<file path="src/inc/spicr_pkg.sv">
// Purpose: Constants and types for the SPI control and clock-rate block.
// Assumes: One system clock; register strobes are one cycle wide.
// Notes:   Offsets address the special function register space.
// Summary of operation
// - As slave, sample the master-out line at the middle of each bit.
// - As master, sample the slave-out line in the final system clock of each bit.
// - Set the transfer done flag after each transfer; only software clears it.
// - Data write while transmit buffer full is dropped and flags a collision.
// - Master with select mode 01 and select low flags a mode fault.
// - Slave completing a byte while receive buffer is full flags an overrun.
// - Select mode 00 three-wire, 01 select input, 1x select output.
// - Buffer empty clears on a data write, sets when data enters shifter.
// - Port enable bit at 0 disables the port, at 1 enables it.
// - Master serial clock is system clock over twice the sum of divider value and one.
package spicr_pkg;
   localparam logic [7:0] SPICR_ADDR_CFG   = 8'hA1;
   localparam logic [7:0] SPICR_ADDR_CKR   = 8'hA2;
   localparam logic [7:0] SPICR_ADDR_DAT   = 8'hA3;
   localparam logic [7:0] SPICR_ADDR_CTL   = 8'hF8;
   localparam int         CTL_DONE         = 7;
   localparam int         CTL_WRITE_COLLISION_FLAG         = 6;
   localparam int         CTL_MODE_FAULT_FLAG         = 5;
   localparam int         CTL_OVR          = 4;
   localparam int         CTL_SEL_HI       = 3;
   localparam int         CTL_SEL_LO       = 2;
   localparam int         CTL_EN           = 0;
   localparam int         CFG_MST          = 6;
   localparam int         CFG_CPHA         = 5;
   localparam int         CFG_CPOL         = 4;
   localparam logic [1:0] SEL_RESET        = 2'h1;
   localparam logic [1:0] SEL_3WIRE        = 2'h0;
   localparam logic [1:0] SEL_4WIRE_IN     = 2'h1;
   localparam logic [7:0] CKR_RESET        = 8'h00;
   localparam logic [7:0] BYTE_ZERO        = 8'h00;
   localparam logic [2:0] BIT_LAST         = 3'h7;
   localparam int         DATA_W           = 8;
   localparam int         FIFO_DEPTH       = 32;
   typedef enum logic [1:0] {ST_IDLE, ST_MASTER, ST_SLAVE} spicr_state_t;
endpackage : spicr_pkg

</file>
<file path="src/spicr_fifo.sv">
// Purpose: Receive FIFO between the shift register and the data port.
// Assumes: DEPTH is a power of two.
// Notes:   Full shows as in_ready low; empty as out_valid low.
`timescale 1ns/1ps
module spicr_fifo #(
   parameter int WIDTH = 8,
   parameter int DEPTH = 32
) (
   input  wire logic             clock,
   input  wire logic             nrst,
   input  wire logic             in_valid,
   output logic                  in_ready,
   input  wire logic [WIDTH-1:0] in_data,
   output logic                  out_valid,
   input  wire logic             out_ready,
   output logic      [WIDTH-1:0] out_data
);
   localparam int AW = $clog2(DEPTH);
   logic [WIDTH-1:0] mem [DEPTH];
   logic [AW-1:0]    wptr_ff, nxt_wptr, rptr_ff, nxt_rptr;
   logic [AW:0]      count_ff, nxt_count;
   logic             push, pop;

   assign in_ready  = (count_ff != (AW+1)'(DEPTH));
   assign out_valid = (count_ff != '0);
   assign out_data  = mem[rptr_ff];
   assign push      = in_valid && in_ready;
   assign pop       = out_valid && out_ready;

   always_comb
   begin
      nxt_wptr  = push ? AW'(wptr_ff + 1'b1) : wptr_ff;
      nxt_rptr  = pop ? AW'(rptr_ff + 1'b1) : rptr_ff;
      nxt_count = count_ff;
      if (push && !pop)
         nxt_count = (AW+1)'(count_ff + 1'b1);
      else if (pop && !push)
         nxt_count = (AW+1)'(count_ff - 1'b1);
   end

   always_ff @(posedge clock or negedge nrst)
   begin
      if (!nrst)
      begin
         wptr_ff  <= '0;
         rptr_ff  <= '0;
         count_ff <= '0;
      end
      else
      begin
         wptr_ff  <= nxt_wptr;
         rptr_ff  <= nxt_rptr;
         count_ff <= nxt_count;
      end
   end

   always_ff @(posedge clock)
   begin
      if (push)
         mem[wptr_ff] <= in_data;
   end
endmodule : spicr_fifo

</file>
<file path="src/spicr_top.sv">
// Purpose: SPI port control, status, clock divider and shift engine.
// Assumes: Register strobes come from the CPU on the system clock.
// Notes:   Pins are resynchronised; MSB is shifted first.
`timescale 1ns/1ps
module spicr_top
   import spicr_pkg::*;
(
   input  wire logic       clock,
   input  wire logic       nrst,
   input  wire logic [7:0] sfr_addr,
   input  wire logic       sfr_wr,
   input  wire logic       sfr_rd,
   input  wire logic [7:0] sfr_wdata,
   output logic      [7:0] sfr_rdata,
   output logic            port_irq,
   input  wire logic       sck_i,
   output logic            sck_o,
   output logic            sck_oe,
   input  wire logic       mosi_i,
   output logic            mosi_o,
   output logic            mosi_oe,
   input  wire logic       miso_i,
   output logic            miso_o,
   output logic            miso_oe,
   input  wire logic       slave_select_i,
   output logic            slave_select_o,
   output logic            slave_select_oe
);
   spicr_state_t state_ff, nxt_state;
   logic [7:0] ckr_ff, nxt_ckr, shift_ff, nxt_shift, txbuf_ff, nxt_txbuf;
   logic [7:0] cnt_ff, nxt_cnt, rdata_ff, nxt_rdata;
   logic [2:0] bit_ff, nxt_bit;
   logic [1:0] sel_ff, nxt_sel;
   logic [3:0] sync1_ff, sync2_ff;
   logic half_ff, nxt_half, en_ff, nxt_en, mst_ff, nxt_mst;
   logic cpha_ff, nxt_cpha, cpol_ff, nxt_cpol, txe_ff, nxt_txe;
   logic done_ff, nxt_done, write_collision_flag_ff, nxt_write_collision_flag, mode_fault_flag_ff, nxt_mode_fault_flag;
   logic ovr_ff, nxt_ovr, irq_ff, nxt_irq, sckp_ff;
   logic sck_ff, nxt_sck, sckoe_ff, nxt_sckoe, mosi_ff, nxt_mosi;
   logic misooe_ff, nxt_misooe, nsso_ff, nxt_nsso, nssoe_ff, nxt_nssoe;
   logic ev_done, ev_write_collision_flag, ev_mode_fault_flag, ev_ovr, push;
   logic sck_s, mosi_s, miso_s, nss_s, selected, edge_s, sample_edge;
   logic wr_ctl, wr_cfg, wr_ckr, wr_dat, rd_dat;
   logic fifo_in_ready, fifo_out_valid;
   logic [7:0] fifo_out_data;

   assign {nss_s, miso_s, mosi_s, sck_s} = sync2_ff;
   assign wr_ctl = sfr_wr && (sfr_addr == SPICR_ADDR_CTL);
   assign wr_cfg = sfr_wr && (sfr_addr == SPICR_ADDR_CFG);
   assign wr_ckr = sfr_wr && (sfr_addr == SPICR_ADDR_CKR);
   assign wr_dat = sfr_wr && (sfr_addr == SPICR_ADDR_DAT);
   assign rd_dat = sfr_rd && (sfr_addr == SPICR_ADDR_DAT);
   // Three-wire slave is always selected; select-input mode 01 follows the pin; select-output modes 1x are never selected.
   assign selected = (sel_ff == SEL_3WIRE) || (!sel_ff[1] && !nss_s);
   assign edge_s = (sck_s != sckp_ff);
   // Leading edge samples for phase 0, trailing edge for phase 1.
   assign sample_edge = edge_s && ((sck_s != cpol_ff) ^ cpha_ff);

   assign sfr_rdata       = rdata_ff;
   assign port_irq        = irq_ff;
   assign sck_o           = sck_ff;
   assign sck_oe          = sckoe_ff;
   assign mosi_o          = mosi_ff;
   assign mosi_oe         = sckoe_ff;
   assign miso_o          = mosi_ff;
   assign miso_oe         = misooe_ff;
   assign slave_select_o  = nsso_ff;
   assign slave_select_oe = nssoe_ff;

   spicr_fifo #(
      .WIDTH (DATA_W),
      .DEPTH (FIFO_DEPTH)
   ) u_rx_fifo (
      .clock     (clock),
      .nrst      (nrst),
      .in_valid  (push),
      .in_ready  (fifo_in_ready),
      .in_data   (nxt_shift),
      .out_valid (fifo_out_valid),
      .out_ready (rd_dat),
      .out_data  (fifo_out_data)
   );

   always_comb
   begin
      nxt_state = state_ff;
      nxt_ckr   = ckr_ff;
      nxt_shift = shift_ff;
      nxt_txbuf = txbuf_ff;
      nxt_cnt   = cnt_ff;
      nxt_bit   = bit_ff;
      nxt_half  = half_ff;
      nxt_sel   = sel_ff;
      nxt_en    = en_ff;
      nxt_mst   = mst_ff;
      nxt_cpha  = cpha_ff;
      nxt_cpol  = cpol_ff;
      nxt_txe   = txe_ff;
      ev_done   = 1'b0;
      ev_write_collision_flag   = 1'b0;
      ev_ovr    = 1'b0;
      push      = 1'b0;
      if (wr_ckr)
         nxt_ckr = sfr_wdata;
      if (wr_cfg)
      begin
         nxt_mst  = sfr_wdata[CFG_MST];
         nxt_cpha = sfr_wdata[CFG_CPHA];
         nxt_cpol = sfr_wdata[CFG_CPOL];
      end
      if (wr_ctl)
      begin
         nxt_sel = sfr_wdata[CTL_SEL_HI:CTL_SEL_LO];
         nxt_en  = sfr_wdata[CTL_EN];
      end
      if (wr_dat)
      begin
         if (!txe_ff)
            ev_write_collision_flag = 1'b1;
         else
         begin
            nxt_txbuf = sfr_wdata;
            nxt_txe   = 1'b0;
         end
      end
      ev_mode_fault_flag = mst_ff && (sel_ff == SEL_4WIRE_IN) && !nss_s;
      case (state_ff)
         ST_IDLE:
         begin
            nxt_bit  = '0;
            nxt_cnt  = '0;
            nxt_half = 1'b0;
            // A master waits for receive room instead of overrunning.
            if (en_ff && mst_ff)
            begin
               if (!txe_ff && fifo_in_ready)
               begin
                  nxt_shift = txbuf_ff;
                  nxt_txe   = 1'b1;
                  nxt_state = ST_MASTER;
               end
            end
            else if (en_ff && selected)
            begin
               if (!txe_ff)
               begin
                  nxt_shift = txbuf_ff;
                  nxt_txe   = 1'b1;
               end
               nxt_state = ST_SLAVE;
            end
         end
         ST_MASTER:
         begin
            if (cnt_ff == ckr_ff)
            begin
               nxt_cnt  = '0;
               nxt_half = !half_ff;
               if (half_ff)
               begin
                  // Final system clock of the bit samples the input.
                  nxt_shift = {shift_ff[6:0], miso_s};
                  nxt_bit   = 3'(bit_ff + 1'b1);
                  if (bit_ff == BIT_LAST)
                  begin
                     push      = 1'b1;
                     ev_done   = 1'b1;
                     nxt_state = ST_IDLE;
                  end
               end
            end
            else
               nxt_cnt = 8'(cnt_ff + 1'b1);
         end
         ST_SLAVE:
         begin
            if (!selected)
               nxt_state = ST_IDLE;
            else if (sample_edge)
            begin
               nxt_shift = {shift_ff[6:0], mosi_s};
               nxt_bit   = 3'(bit_ff + 1'b1);
               if (bit_ff == BIT_LAST)
               begin
                  push      = 1'b1;
                  ev_ovr    = !fifo_in_ready;
                  ev_done   = 1'b1;
                  nxt_state = ST_IDLE;
               end
            end
         end
         default: nxt_state = ST_IDLE;
      endcase
      if (!en_ff)
         nxt_state = ST_IDLE;
   end

   always_comb
   begin
      nxt_done = (wr_ctl ? sfr_wdata[CTL_DONE] : done_ff) | ev_done;
      nxt_write_collision_flag = (wr_ctl ? sfr_wdata[CTL_WRITE_COLLISION_FLAG] : write_collision_flag_ff) | ev_write_collision_flag;
      nxt_mode_fault_flag = (wr_ctl ? sfr_wdata[CTL_MODE_FAULT_FLAG] : mode_fault_flag_ff) | ev_mode_fault_flag;
      nxt_ovr  = (wr_ctl ? sfr_wdata[CTL_OVR] : ovr_ff) | ev_ovr;
      nxt_irq  = nxt_done | nxt_write_collision_flag | nxt_mode_fault_flag | nxt_ovr;
      nxt_sck  = cpol_ff;
      if (nxt_state == ST_MASTER)
         nxt_sck = cpol_ff ^ nxt_half ^ cpha_ff;
      nxt_sckoe  = en_ff && mst_ff;
      nxt_mosi   = nxt_shift[7];
      nxt_misooe = en_ff && !mst_ff && selected;
      nxt_nsso   = sel_ff[0];
      nxt_nssoe  = sel_ff[1];
      nxt_rdata  = rdata_ff;
      if (sfr_rd)
      begin
         case (sfr_addr)
            SPICR_ADDR_CTL: nxt_rdata = {done_ff, write_collision_flag_ff, mode_fault_flag_ff, ovr_ff,
                                         sel_ff, txe_ff, en_ff};
            SPICR_ADDR_CFG: nxt_rdata = {state_ff != ST_IDLE, mst_ff, cpha_ff,
                                         cpol_ff, selected && !mst_ff, nss_s,
                                         txe_ff && state_ff == ST_IDLE,
                                         !fifo_out_valid};
            SPICR_ADDR_CKR: nxt_rdata = ckr_ff;
            SPICR_ADDR_DAT: nxt_rdata = fifo_out_data;
            default:        nxt_rdata = BYTE_ZERO;
         endcase
      end
   end

   always_ff @(posedge clock or negedge nrst)
   begin
      if (!nrst)
      begin
         state_ff <= ST_IDLE;
         ckr_ff   <= CKR_RESET;
         {shift_ff, txbuf_ff, cnt_ff, rdata_ff} <= '0;
         {bit_ff, half_ff, en_ff, mst_ff, cpha_ff, cpol_ff} <= '0;
         sel_ff   <= SEL_RESET;
         txe_ff   <= 1'b1;
         {done_ff, write_collision_flag_ff, mode_fault_flag_ff, ovr_ff, irq_ff} <= '0;
         {sck_ff, sckoe_ff, mosi_ff, misooe_ff, nsso_ff, nssoe_ff} <= '0;
         {sync1_ff, sync2_ff, sckp_ff} <= '0;
      end
      else
      begin
         state_ff  <= nxt_state;
         ckr_ff    <= nxt_ckr;
         shift_ff  <= nxt_shift;
         txbuf_ff  <= nxt_txbuf;
         cnt_ff    <= nxt_cnt;
         rdata_ff  <= nxt_rdata;
         bit_ff    <= nxt_bit;
         half_ff   <= nxt_half;
         en_ff     <= nxt_en;
         mst_ff    <= nxt_mst;
         cpha_ff   <= nxt_cpha;
         cpol_ff   <= nxt_cpol;
         sel_ff    <= nxt_sel;
         txe_ff    <= nxt_txe;
         done_ff   <= nxt_done;
         write_collision_flag_ff   <= nxt_write_collision_flag;
         mode_fault_flag_ff   <= nxt_mode_fault_flag;
         ovr_ff    <= nxt_ovr;
         irq_ff    <= nxt_irq;
         sck_ff    <= nxt_sck;
         sckoe_ff  <= nxt_sckoe;
         mosi_ff   <= nxt_mosi;
         misooe_ff <= nxt_misooe;
         nsso_ff   <= nxt_nsso;
         nssoe_ff  <= nxt_nssoe;
         sync1_ff  <= {slave_select_i, miso_i, mosi_i, sck_i};
         sync2_ff  <= sync1_ff;
         sckp_ff   <= sync2_ff[0];
      end
   end

   property p_slave_sample;
      @(posedge clock) disable iff (!nrst)
      (state_ff == ST_SLAVE && selected && en_ff && sample_edge)
      |=> shift_ff[0] == $past(mosi_s);
   endproperty
   a_slave_sample: assert property (p_slave_sample)
      else $error("slave did not take mosi on the sample edge");

   property p_master_sample;
      @(posedge clock) disable iff (!nrst)
      (state_ff == ST_MASTER && en_ff && half_ff && cnt_ff == ckr_ff)
      |=> shift_ff[0] == $past(miso_s);
   endproperty
   a_master_sample: assert property (p_master_sample)
      else $error("master did not sample miso in the last bit clock");

   property p_done;
      @(posedge clock) disable iff (!nrst)
      ev_done |=> done_ff && irq_ff;
   endproperty
   a_done: assert property (p_done)
      else $error("transfer end did not raise done flag and interrupt");

   property p_write_collision_flag;
      @(posedge clock) disable iff (!nrst)
      (wr_dat && !txe_ff) |=> write_collision_flag_ff && txbuf_ff == $past(txbuf_ff);
   endproperty
   a_write_collision_flag: assert property (p_write_collision_flag)
      else $error("collision write changed buffer or missed flag");

   property p_mode_fault_flag;
      @(posedge clock) disable iff (!nrst)
      (mst_ff && sel_ff == SEL_4WIRE_IN && !nss_s) |=> mode_fault_flag_ff && irq_ff;
   endproperty
   a_mode_fault_flag: assert property (p_mode_fault_flag)
      else $error("mode fault not flagged");

   property p_ovr;
      @(posedge clock) disable iff (!nrst)
      (state_ff == ST_SLAVE && en_ff && selected && sample_edge
       && bit_ff == BIT_LAST && !fifo_in_ready) |=> ovr_ff;
   endproperty
   a_ovr: assert property (p_ovr)
      else $error("receive overrun not flagged");

   property p_sel_out;
      @(posedge clock) disable iff (!nrst)
      sel_ff[1] |=> slave_select_oe && slave_select_o == $past(sel_ff[0]);
   endproperty
   a_sel_out: assert property (p_sel_out)
      else $error("select pin not driven from mode low bit");

   property p_txe;
      @(posedge clock) disable iff (!nrst)
      (wr_dat && txe_ff) |=> !txe_ff;
   endproperty
   a_txe: assert property (p_txe)
      else $error("buffer empty not cleared on accepted write");

   property p_txe_load;
      @(posedge clock) disable iff (!nrst)
      (state_ff == ST_IDLE && en_ff && mst_ff && !txe_ff && fifo_in_ready)
      |=> txe_ff && state_ff == ST_MASTER && shift_ff == $past(txbuf_ff);
   endproperty
   a_txe_load: assert property (p_txe_load)
      else $error("buffer not moved into shifter at transfer start");

   property p_disable;
      @(posedge clock) disable iff (!nrst)
      !en_ff |=> state_ff == ST_IDLE && !sck_oe && !miso_oe;
   endproperty
   a_disable: assert property (p_disable)
      else $error("disabled port still active");

   property p_half;
      @(posedge clock) disable iff (!nrst)
      (state_ff == ST_MASTER && en_ff && cnt_ff != ckr_ff)
      |=> half_ff == $past(half_ff) && cnt_ff == 8'($past(cnt_ff) + 1'b1);
   endproperty
   a_half: assert property (p_half)
      else $error("serial clock half period not divider plus one");

   property p_clear;
      @(posedge clock) disable iff (!nrst)
      (wr_ctl && !sfr_wdata[CTL_DONE] && !ev_done) |=> !done_ff;
   endproperty
   a_clear: assert property (p_clear)
      else $error("writing zero did not clear done flag");
endmodule : spicr_top

</file>
<file path="config.mk">
export PLATFORM = sky130hd
export DESIGN_NAME = spicr_top
export DESIGN_NICKNAME = d
export VERILOG_FILES = /design/src/inc/spicr_pkg.sv /design/src/spicr_fifo.sv /design/src/spicr_top.sv
export SDC_FILE = /design/constraint.sdc
export NUM_CORES = 1
export LEC_CHECK = 0
export ABC_CLOCK_PERIOD_IN_PS = 5730
export BUFFER_PORTS_ARGS = -buffer_cell sky130_fd_sc_hd__buf_4
export CORE_UTILIZATION = 30
export DETAILED_ROUTE_END_ITERATION = 12
export GPL_ROUTABILITY_DRIVEN = 0
export PLACE_DENSITY = 0.42
export SLEW_MARGIN = 20
export SYNTH_ARGS = -nofsm -noshare
export SYNTH_HDL_FRONTEND = slang
export SYNTH_SLANG_ARGS = --single-unit
</file>
<file path="constraint.sdc">
create_clock -name clock -period 5.73 [get_ports clock]
set_input_delay 0.8595 -clock clock [delete_from_list [all_inputs] [get_ports clock]]
set_output_delay 0.8595 -clock clock [all_outputs]
set_load 0.02 [all_outputs]
</file>
==> results.md <==
- DR iter-0 viols: 541
- Syn avg cell area: 17.8 um2
- WL per Instance: 22.8 um
- Post-Layout Cell Count: 1491
- Post-Place Cells: 1424
- Synth-to-Final Area Change: 15.4%
- RSZ-0062 raised after global routing: no
- Residual DRC: 18
- Vias in the first global route: 7497
- Post-Syn Area: 14200 um2
- Sequential fraction of the synthesis area: 69.6%
- Setup WS pre-CTS: 1420 ps
- Startpoint types: flip-flop
- Number of synthesized flops with an enable pin: 256
- CTS sink count: 344
- Ys async rst share: 25.6%
- GR Overflow Total: 0
- Flops & latches, synth: 344
- Syn Nets: 840
- Die area: 48200 um2
- Hold buffers post-CTS: 0
- Final Power: 5.09 mW
- Max Slew Vio Count: 0
- Slew @ Worst Pin: 960 ps
- CP Data Arrival Time: 4510 ps
- Slew Limit Headroom: 36.0%
- Total Nets Final: 900
- Placed cell areas: 15200 um2
- DP HPWL: 21.5 mm
- Hold WS: 157 ps
- Tmin final: 4090 ps
- Comb power frac: 1.9%
- Post-route design area: 16400 um2
- Max capacitance violation total: 0
- Cell count after synthesis: 798
- Sw frac: 20.8%
- Starting Density: 30.5%
- Setup TNS: 0 ps
- # port buffers: 40
- Initial antenna violation count: 0
- Vias per cell: 4.85
- Internal: 4.03 mW
- Crit path buffers/inverters: 1
- # rows: 79
- Flop pwr share: 53.0%
- DR vias: 7228
- Fraction of layout cells with a size suffix above 1: 26.9%
- Fmax: 0.245 GHz
- Final Hold Viols: 0
- First-pass GRT wire length: 51.1 mm
- Synth unique cells: 61
- Req. time, crit path: 6150 ps
- Failing checks: DRC
- Largest net degree at the start of global routing: 75
- Power per standard cell area: 310 nW/um2
- I/O pins: 41
- Max IR drop VDD: 0.000209 V
- Clock Path Buffers: 3
- Crit path max-delay cell type: and4_1
- Final Setup Violations: 0
- Cts bufs inserted: 39
- Worst-path clk slew: 60 ps
- Ys Warns: 0
- Slack of the critical path: 1640 ps
- Leakage: 5.04 nW
- Cells along the critical path: xor2_1, nor4_4, nand4_1, nand2b_1, and4_1, ha_1, inv_1, ha_1, a21o_1, a21oi_1, o21bai_1, a21oi_1, xnor2_1, nor2_1, xor2_1
- Main synth FF type: edfxtp_1
- Tcrit/Tclk final: 71.3%
- Total setup buffers inserted after CTS: 0
- Clock Power Share: 45.1%
- CTS tree: yes
- Post-Route WL: 34.0 mm
- Die H: 220 um
- Ant diodes: 0
- First-pass DRT Iterations: 8
- Top delay family on crit path: simple AND/OR/NAND/NOR gates
- Antenna-violating nets left: 0
- Status: finished, violations left
- Crit Path Class: reg2reg
- CP Max Fanout: 10
- Clk_lat worst skew: 560 ps
- Worst Hold Class: in2async
- Critical Path Sink Type: flip-flop
- Die X: 220 um
- Post-CTS resize count: 0
- H-tree depth: 2
- Core area: 46700 um2
- NetSw: 1.06 mW
- Worst path max stage delay: 650 ps
- Root Driver: clkbuf_16
- Layout Skew: 22.1 ps
- Final core utilization: 35.1%
- Total Routing Usage GR: 14.6%
## Yosys cell counts, types with 7 or more instances
cell,count,area share (%)
o21ai_0,19,0.67
nand3_1,12,0.42
edfxtp_1,256,54
a21oi_1,10,0.35
nand2b_1,16,0.70
a222oi_1,7,0.49
mux2_2,27,2.1
nand2_1,41,1.1
o21ai_1,13,0.46
nand4_1,7,0.31
mux4_2,80,13
ha_1,17,1.5
nor2_1,43,1.1
clkbuf_1,20,0.53
xor2_1,14,0.86
inv_1,18,0.48
dfrtp_1,86,15
xnor2_1,12,0.74
a22oi_1,12,0.63
## registers in the layout (all words and copies together), names as in the netlist, 2 cells and up
name,flops
u_rx_fifo.mem,256
state_ff,2
txbuf_ff,8
u_rx_fifo.rptr_ff,5
u_rx_fifo.wptr_ff,5
sfr_rdata,8
cnt_ff,8
sync1_ff,4
u_rx_fifo.count_ff,6
bit_ff,3
sync2_ff,4
sel_ff,2
shift_ff,7
ckr_ff,8
## area by class of cell
cell class | count | area, um2
Clock buffer | 52 | 1030
Clock inverter | 15 | 114
Fill cell | 4396 | 30300
Inverter | 19 | 71.3
Multi-Input combinational cell | 401 | 4090
Sequential cell | 344 | 9900
Tap cell | 607 | 759
Timing Repair Buffer | 53 | 427
## worst paths after layout
path / startpoint / to / slack (ps) / cells after the start
min in group clock: sync1_ff[3] / sync2_ff[3] / 350 / 0
worst max register to register: cnt_ff[5] / u_rx_fifo.count_ff[5] / 1640 / 15
worst min register to register: sync1_ff[3] / sync2_ff[3] / 350 / 0
worst max-delay path: cnt_ff[5] / u_rx_fifo.count_ff[5] / 1640 / 15
max in group asynchronous: nrst / u_rx_fifo.rptr_ff[0] / 4530 / 2
worst min-delay path: nrst / sync1_ff[3] / 160 / 1
## layout by cell type (no fill, tap or decap), types with 5 or more instances in the layout
cell type / synthesis / routed
nand2b_1: 16 / 16
clkinv_1: 1 / 8
buf_4: 4 / 50
mux4_2: 80 / 80
inv_1: 18 / 18
a22oi_1: 12 / 12
and3_1: 5 / 5
clkbuf_16: 0 / 39
edfxtp_1: 256 / 256
nor2_1: 43 / 43
xnor2_1: 12 / 12
o21ai_1: 13 / 5
nand2_1: 41 / 41
clkinv_2: 0 / 5
a21oi_1: 10 / 10
dfrtp_1: 86 / 84
mux2i_1: 5 / 5
xor2_1: 14 / 14
mux2_2: 27 / 27
ha_1: 17 / 17
a222oi_1: 7 / 7
clkbuf_1: 20 / 12
o21ai_0: 19 / 19
nand3_1: 12 / 12
nand4_1: 7 / 7
o211ai_1: 5 / 5
o21ai_2: 0 / 8
## layer usage
layer / up-vias / share of wire (%) / wire (um) / track usage, %
met5: - / 0 / 0 / 0
met4: 0 / 2.3 / 765 / 4.53
met2: 159 / 45 / 15300 / 22.3
li1: 3281 / - / - / -
met3: 54 / 4.4 / 1500 / 2.93
met1: 3734 / 48 / 16400 / 21.0
## kinds of logic (layout without fill, tap and decap cells)
group | count (synthesis) | after routing | synth area share (%)
flops | 344 | 344 | 69.6
simple gates | 156 | 156 | 5.96
mux | 112 | 112 | 15.2
compound gates | 89 | 89 | 4.21
buf+inv | 53 | 139 | 1.80
xor+xnor | 26 | 26 | 1.60
fa+ha+maj | 18 | 18 | 1.64
## power by group through the flow
stage / Clock, mW / Sequential, mW / Combinational, mW
after floorplan: 0 / 2.74 / 0.0447
after global placement: 0 / 2.75 / 0.0985
after detailed placement: 0 / 2.75 / 0.0975
after CTS: 2.39 / 2.70 / 0.0979
after global routing: 2.47 / 2.70 / 0.106
final: 2.29 / 2.70 / 0.0958
(Power assumes the default switching activity.)
